**config.mk**
```make
export PLATFORM = sky130hd
export DESIGN_NAME = iowd_top
export DESIGN_NICKNAME = d
export VERILOG_FILES = /design/src/common/iowd_pkg.sv /design/src/common/iowd_tick_if.sv /design/src/rtl/iowd_tick_gen.sv /design/src/rtl/iowd_top.sv
export VERILOG_INCLUDE_DIRS = /design/src /design/src/common
export SDC_FILE = /design/constraint.sdc
export NUM_CORES = 1
export LEC_CHECK = 0
export ABC_CLOCK_PERIOD_IN_PS = 2400
export BUFFER_PORTS_ARGS = -buffer_cell sky130_fd_sc_hd__buf_2
export CORE_UTILIZATION = 57
export CTS_CLUSTER_SIZE = 8
export DETAILED_ROUTE_END_ITERATION = 6
export GPL_ROUTABILITY_DRIVEN = 0
export GPL_TIMING_DRIVEN = 0
export PLACE_DENSITY = 0.79
export SYNTH_ARGS = -nofsm -noshare
export SYNTH_HDL_FRONTEND = slang
export SYNTH_SLANG_ARGS = --single-unit
```
**constraint.sdc**
```tcl
create_clock -name clk -period 2.4 [get_ports clk]
set_input_delay 0.12 -clock clk [delete_from_list [all_inputs] [get_ports clk]]
set_output_delay 0.12 -clock clk [all_outputs]
set_load 0.03 [all_outputs]
```
**src/common/iowd_regs.svh**
```systemverilog
// Port addresses, field positions and timing constants of the I/O port watchdog
// Summary of operation
// Timeout port write loads seconds 0..255
// Arm port read enables, starts countdown
// Further arm reads restart the countdown
// Disarm port read stops watchdog, no expiry
// Control bit zero enables expiry NMI
// NMI serviced, bit cleared, then system reset
// Expiry raises NMI if enabled, else reset
`ifndef IOWD_REGS_SVH
`define IOWD_REGS_SVH

`define IOWD_PORT_TIMEOUT 16'h0143
`define IOWD_PORT_ARM 16'h0443
`define IOWD_PORT_DISARM 16'h0043
`define IOWD_PORT_NMICTL 16'h0543
`define IOWD_NMI_EN_BIT 0
`define IOWD_TIMEOUT_RST 8'h00
`define IOWD_NMI_EN_RST 1'b0
`define IOWD_SEC_NS 32'h3B9A_CA00
`define IOWD_CLK_NS 32'h0000_0008
`define IOWD_RESET_PULSE 32'h0000_0010
`define IOWD_MIN_CYCLES 32'h0000_0008

`endif

```
**src/common/iowd_pkg.sv**
```systemverilog
// Types used by the watchdog top module
`default_nettype none
package iowd_pkg;
  typedef enum logic [3:0]
  {
    IOWD_IDLE = 4'h1,
    IOWD_COUNT = 4'h2,
    IOWD_NMI = 4'h4,
    IOWD_RESET = 4'h8
  } iowd_state_e;
  typedef logic [7:0] iowd_sec_t;
endpackage : iowd_pkg
`default_nettype wire

```
**src/common/iowd_tick_if.sv**
```systemverilog
// One-second tick handshake between the watchdog core and its tick generator
`default_nettype none
interface iowd_tick_if;
  logic restart;
  logic tick;
  modport gen (input restart, output tick);
  modport user (output restart, input tick);
endinterface : iowd_tick_if
`default_nettype wire

```
**src/rtl/iowd_tick_gen.sv**
```systemverilog
// Divider that turns the system clock into a one-second tick
`include "iowd_regs.svh"
`default_nettype none
module iowd_tick_gen #(
  parameter int unsigned TICK_CYCLES = `IOWD_SEC_NS / `IOWD_CLK_NS
) (
  input wire logic clk,
  input wire logic rst,
  iowd_tick_if.gen tk
);
  localparam int unsigned W = $clog2(TICK_CYCLES);

  generate
    if (TICK_CYCLES < `IOWD_MIN_CYCLES)
    begin : g_bad
      $error("iowd_tick_gen: TICK_CYCLES too small");
    end
  endgenerate

  logic [W-1:0] div_q;
  logic tick_q;

  ////////////////////////////////////////////////////////////////////////////
  // Restart realigns the second so a refresh always buys a full second
  always_ff @(posedge clk)
  begin
    if (rst || tk.restart)
    begin
      div_q <= '0;
      tick_q <= 1'b0;
    end
    else if (div_q == W'(TICK_CYCLES - 1))
    begin
      div_q <= '0;
      tick_q <= 1'b1;
    end
    else
    begin
      div_q <= div_q + W'(1);
      tick_q <= 1'b0;
    end
  end

  assign tk.tick = tick_q;
endmodule : iowd_tick_gen
`default_nettype wire

```
**src/rtl/iowd_top.sv**
```systemverilog
// I/O port watchdog: port decode, countdown, NMI and system reset sequencing
`include "iowd_regs.svh"
`default_nettype none
module iowd_top #(
  parameter int unsigned TICK_CYCLES = `IOWD_SEC_NS / `IOWD_CLK_NS,
  parameter int unsigned RESET_CYCLES = `IOWD_RESET_PULSE
) (
  input wire logic clk,
  input wire logic rst,
  input wire logic [15:0] ioAddr,
  input wire logic ioWrStb,
  input wire logic ioRdStb,
  input wire logic [7:0] ioWrData,
  output logic [7:0] ioRdData,
  output logic wdArmed,
  output logic nmiOut,
  output logic sysResetOut
);
  localparam int unsigned PW = $clog2(RESET_CYCLES + 1);

  generate
    if (RESET_CYCLES < `IOWD_MIN_CYCLES)
    begin : g_bad
      $error("iowd_top: RESET_CYCLES too small");
    end
  endgenerate

  function automatic logic hits(input logic [15:0] a, input logic [15:0] port);
    hits = (a == port);
  endfunction : hits

  ////////////////////////////////////////////////////////////////////////////
  // Port decode; the host is logic on this clock, so strobes are used as is
  logic wrTimeout;
  logic wrNmiCtl;
  logic rdArm;
  logic rdDisarm;

  assign wrTimeout = ioWrStb && hits(ioAddr, `IOWD_PORT_TIMEOUT);
  assign wrNmiCtl = ioWrStb && hits(ioAddr, `IOWD_PORT_NMICTL);
  assign rdArm = ioRdStb && hits(ioAddr, `IOWD_PORT_ARM);
  assign rdDisarm = ioRdStb && hits(ioAddr, `IOWD_PORT_DISARM);

  ////////////////////////////////////////////////////////////////////////////
  // Registers
  iowd_pkg::iowd_sec_t timeout_q;
  logic nmiEn_q;

  always_ff @(posedge clk)
  begin
    if (rst)
      timeout_q <= `IOWD_TIMEOUT_RST;
    else if (wrTimeout)
      timeout_q <= ioWrData;
  end

  always_ff @(posedge clk)
  begin
    if (rst)
      nmiEn_q <= `IOWD_NMI_EN_RST;
    else if (wrNmiCtl)
      nmiEn_q <= ioWrData[`IOWD_NMI_EN_BIT];
  end

  ////////////////////////////////////////////////////////////////////////////
  // Tick generator
  iowd_tick_if tk ();
  iowd_pkg::iowd_state_e state_q;
  iowd_pkg::iowd_state_e state_d;
  iowd_pkg::iowd_sec_t cnt_q;
  logic [PW-1:0] pulse_q;
  logic expire;
  logic pulseDone;

  // Arm and refresh both realign the second boundary
  assign tk.restart = rdArm && (state_q == iowd_pkg::IOWD_IDLE
                                || state_q == iowd_pkg::IOWD_COUNT);

  iowd_tick_gen #(
    .TICK_CYCLES(TICK_CYCLES)
  ) u_tick (
    .clk(clk),
    .rst(rst),
    .tk(tk)
  );

  // A count of one or zero ends on this tick, so a timeout of 0 lasts one second
  assign expire = tk.tick && (cnt_q <= 8'h01);
  assign pulseDone = (pulse_q == PW'(RESET_CYCLES - 1));

  ////////////////////////////////////////////////////////////////////////////
  // Sequencer; disarm beats refresh, refresh beats expiry in the same cycle
  always_comb
  begin
    state_d = state_q;
    case (state_q)
      iowd_pkg::IOWD_IDLE:
      begin
        if (rdArm)
          state_d = iowd_pkg::IOWD_COUNT;
      end
      iowd_pkg::IOWD_COUNT:
      begin
        if (rdDisarm)
          state_d = iowd_pkg::IOWD_IDLE;
        else if (rdArm)
          state_d = iowd_pkg::IOWD_COUNT;
        else if (expire)
          state_d = nmiEn_q ? iowd_pkg::IOWD_NMI : iowd_pkg::IOWD_RESET;
      end
      iowd_pkg::IOWD_NMI:
      begin
        if (rdDisarm)
          state_d = iowd_pkg::IOWD_IDLE;
        else if (wrNmiCtl && !ioWrData[`IOWD_NMI_EN_BIT])
          state_d = iowd_pkg::IOWD_RESET;
      end
      iowd_pkg::IOWD_RESET:
      begin
        if (pulseDone)
          state_d = iowd_pkg::IOWD_IDLE;
      end
      default:
        state_d = iowd_pkg::IOWD_IDLE;
    endcase
  end

  always_ff @(posedge clk)
  begin
    if (rst)
      state_q <= iowd_pkg::IOWD_IDLE;
    else
      state_q <= state_d;
  end

  ////////////////////////////////////////////////////////////////////////////
  // Countdown in seconds
  always_ff @(posedge clk)
  begin
    if (rst)
      cnt_q <= `IOWD_TIMEOUT_RST;
    else if (tk.restart)
      cnt_q <= timeout_q;
    else if (state_q == iowd_pkg::IOWD_COUNT && tk.tick && cnt_q != 8'h00)
      cnt_q <= cnt_q - 8'h01;
  end

  // Reset pulse length; the pulse must outlast any reset filter downstream
  always_ff @(posedge clk)
  begin
    if (rst || state_q != iowd_pkg::IOWD_RESET)
      pulse_q <= '0;
    else if (!pulseDone)
      pulse_q <= pulse_q + PW'(1);
  end

  // Read data shows the seconds still left, captured on any read strobe
  always_ff @(posedge clk)
  begin
    if (rst)
      ioRdData <= `IOWD_TIMEOUT_RST;
    else if (ioRdStb)
      ioRdData <= cnt_q;
  end

  always_ff @(posedge clk)
  begin
    if (rst)
    begin
      wdArmed <= 1'b0;
      nmiOut <= 1'b0;
      sysResetOut <= 1'b0;
    end
    else
    begin
      wdArmed <= (state_d == iowd_pkg::IOWD_COUNT);
      nmiOut <= (state_d == iowd_pkg::IOWD_NMI);
      sysResetOut <= (state_d == iowd_pkg::IOWD_RESET);
    end
  end
endmodule : iowd_top
`default_nettype wire

```
==> metrics.cfg <==
[run_status]
outcome = finished clean

[sta]
slew_viol_final = 0
relSlewSlack_pct = 49.1
rsz0062_at_grt = no
fin_crit_sh_pct = 95.0
setup_viol_count_final = 0
hold_violations = 0
fin_hold_ws_ps = 19.4
fin_skew_ps = 7.13
layout_setup_ws_ps = 120
worst_pin_slew_ps = 757
layout_min_cycle_time_ps = 2280
clock.fmax_ghz = 0.439

[pwr]
p_switching_mw = 0.431
peakVddDrop_v = 0.000481
comb_power_share_pct = 3.2
swShare_pct = 20.2
power_mw = 2.13
p_seq_share_pct = 51.1
clock_power_share_pct = 45.7
intPower_mw = 1.70
power-per-cell-area_nw_per_um2 = 598
leakage_nw = 1.30

[drt]
vias_per_cell = 5.51
post_drt_wl_per_cell_um = 13.8
num_vias = 2600
dr.pass1.iters = 4
drc_errors = 0
drt_iter0_markers = 115
ant_nets = 0
totalWireLength_um = 6500

[synthesis]
synth_commonest_cells = nor2_1 (70), dfxtp_1 (65), xnor2_1 (21)
ys_types = 53
async_reset_ff_share_pct = 0
synth_area_per_cell_um2 = 8.68
synth-seq-cells = 65
synth_edf_count = 0
yosysTopAreaCell = dfxtp_1
ys.flop_type = dfxtp_1
ys.warnings.count = 0
syn_nets = 383
synthesis.area_um2 = 3040
synthTopCellsByArea = dfxtp_1 (43%), nor2_1 (8.6%), mux2i_1 (6.3%), xnor2_1 (6.1%), xor2_1 (2.6%)
synth_top_area_share_pct = 42.8
synth-seq-area-share_pct = 42.8
syn-instance-count = 350
yosysMostFrequentCell = nor2_1

[die]
die_w_um = 75.0
ios = 39
die_area_um2 = 5630
core_area_um2 = 5110
fp.dieH_um = 75.0
rows = 26
start_util_pct = 59.5

[global_route]
grt_pass1_wl_um = 10500
antenna_found_initial = 0
track_usage_pct = 24.8
grt_overflow = 0
grt_max_degree = 11
grt_pass1_vias = 2313

[clock_network]
clk-insertion-delay-late_ps = 340
cts_made_buffers = 9
root_buffer = clkbuf_8
cts.sinks = 65
path_clk_slew_ps = 70
clock_path_buffers = 2
cts_tree = built
postCtsSetupRepairBufs = 0
h-tree-depth = 3

[place]
io_buffers = 37
preCtsSetupSlack_ps = -29.4
placed_cells = 457
hpwl_um = 4620

[setup_path]
cp.required_ps = 2670
cp_max_fo = 7
critPathKind = reg -> reg
critical_path_arrival_ps = 2550
worstSetupEndpointType = flip-flop
critPathLaunchType = flip-flop

[flow_run]
maxCapViolations = 0

[layout]
area_growth_pct = 17.1
diodes = 0
drive_gt1_share_pct = 17.7
n_fill_cell = 444
final_util_pct = 69.7
final_nets = 430
final-instance-count-excl-fill = 472

[worst_hold_path]
hold_path_class = in -> reg

registers in the layout, summed over array words and instances (netlist names), 4 cells and up:
| register | cells |
|---|---|
| ioRdData | 8 |
| cnt_q | 8 |
| u_tick.div_q | 27 |
| pulse_q | 5 |
| timeout_q | 8 |
| state_q | 4 |
cells by family (layout without fill, tap and decap cells):
| logic type | after synthesis | in the layout | synth area share, % |
|---|---|---|---|
| xor+xnor | 30 | 30 | 8.65 |
| flops | 65 | 65 | 42.8 |
| mux | 20 | 20 | 6.63 |
| compound gates | 43 | 43 | 9.14 |
| fa+ha+maj | 5 | 5 | 2.06 |
| buf+inv | 33 | 85 | 4.70 |
| simple gates | 154 | 154 | 26.0 |
timing repair:
| item | 4_1_cts | 5_1_grt |
|---|---|---|
| hold buffers | 0 | 0 |
| setup endpoints to repair | 3 | 5 |
| resized for setup | 2 | 5 |
| pin swaps | 0 | 2 |
cell type report:
class	count	area (um^2)	area share [%]
inverter	13	48.8	1.37
multi-input combinational	252	1640	46.1
buffer	19	90.1	2.53
clock buffer	13	139	3.90
tap	70	87.6	2.46
clock inverter	3	65.1	1.83
timing repair buffer	37	185	5.20
sequential	65	1300	36.6
power groups by stage:
stage	clock [mW]	sequential, mW	combinational [mW]
after floorplan	0	1.11	0.0337
after global placement	0	1.11	0.0650
after detailed placement	0	1.11	0.0664
after CTS	0.981	1.09	0.0670
after global routing	1.04	1.09	0.0743
final	0.973	1.09	0.0678
cell usage in the layout, fill, tap and decap left out, types with 7 or more instances in the layout:
master,Yosys,layout
dfxtp_1,65,65
nand2_1,18,18
xor2_1,9,9
buf_2,6,43
nor3_1,7,7
nand3_1,9,9
nor4_1,7,7
a21oi_1,14,13
clkbuf_1,11,14
xnor2_1,21,21
mux2i_1,19,19
nor2_1,70,70
inv_1,13,13
clkbuf_8,0,9
critical path, stage by stage (launching register included):
cell     delay [ps]
dfxtp_1         380
ha_2            250
inv_1            50
or4_4           500
buf_6           150
or4_4           430
or3_1           320
a21oi_1         140
path summary, 6_finish.rpt:
path / startpoint / to / slack [ps] / cells after the start
min reg2reg: u_tick.div_q[0]$_SDFF_PP0_ / u_tick.div_q[0]$_SDFF_PP0_ / 470 / 1
max reg2reg: u_tick.div_q[0]$_SDFF_PP0_ / u_tick.div_q[26]$_SDFF_PP0_ / 120 / 7
min: ioWrData[1] / timeout_q[1]$_SDFFE_PP0P_ / 20 / 3
max: u_tick.div_q[0]$_SDFF_PP0_ / u_tick.div_q[26]$_SDFF_PP0_ / 120 / 7
per-stage QoR:
| stage | setup TNS, ps | cell area [um^2] |
|---|---|---|
| 2_1_floorplan | 0 | 3040 |
| 3_3_place_gp | -124 | 3310 |
| 3_5_place_dp | -29.4 | 3310 |
| 4_1_cts | 0 | 3530 |
| 5_1_grt | 0 | 3560 |
| 6_report | 0 | 3560 |
layer usage:
metal	share of wire (%)	wire, um	up-vias	GRT usage [%]
met4	1.9	124	0	10.9
li1	-	-	1310	-
met3	3.8	247	15	4.28
met5	0	0	-	0
met2	45	2950	57	38.0
met1	49	3190	1218	34.3
Note: power is estimated with default switching activity, not from simulation.
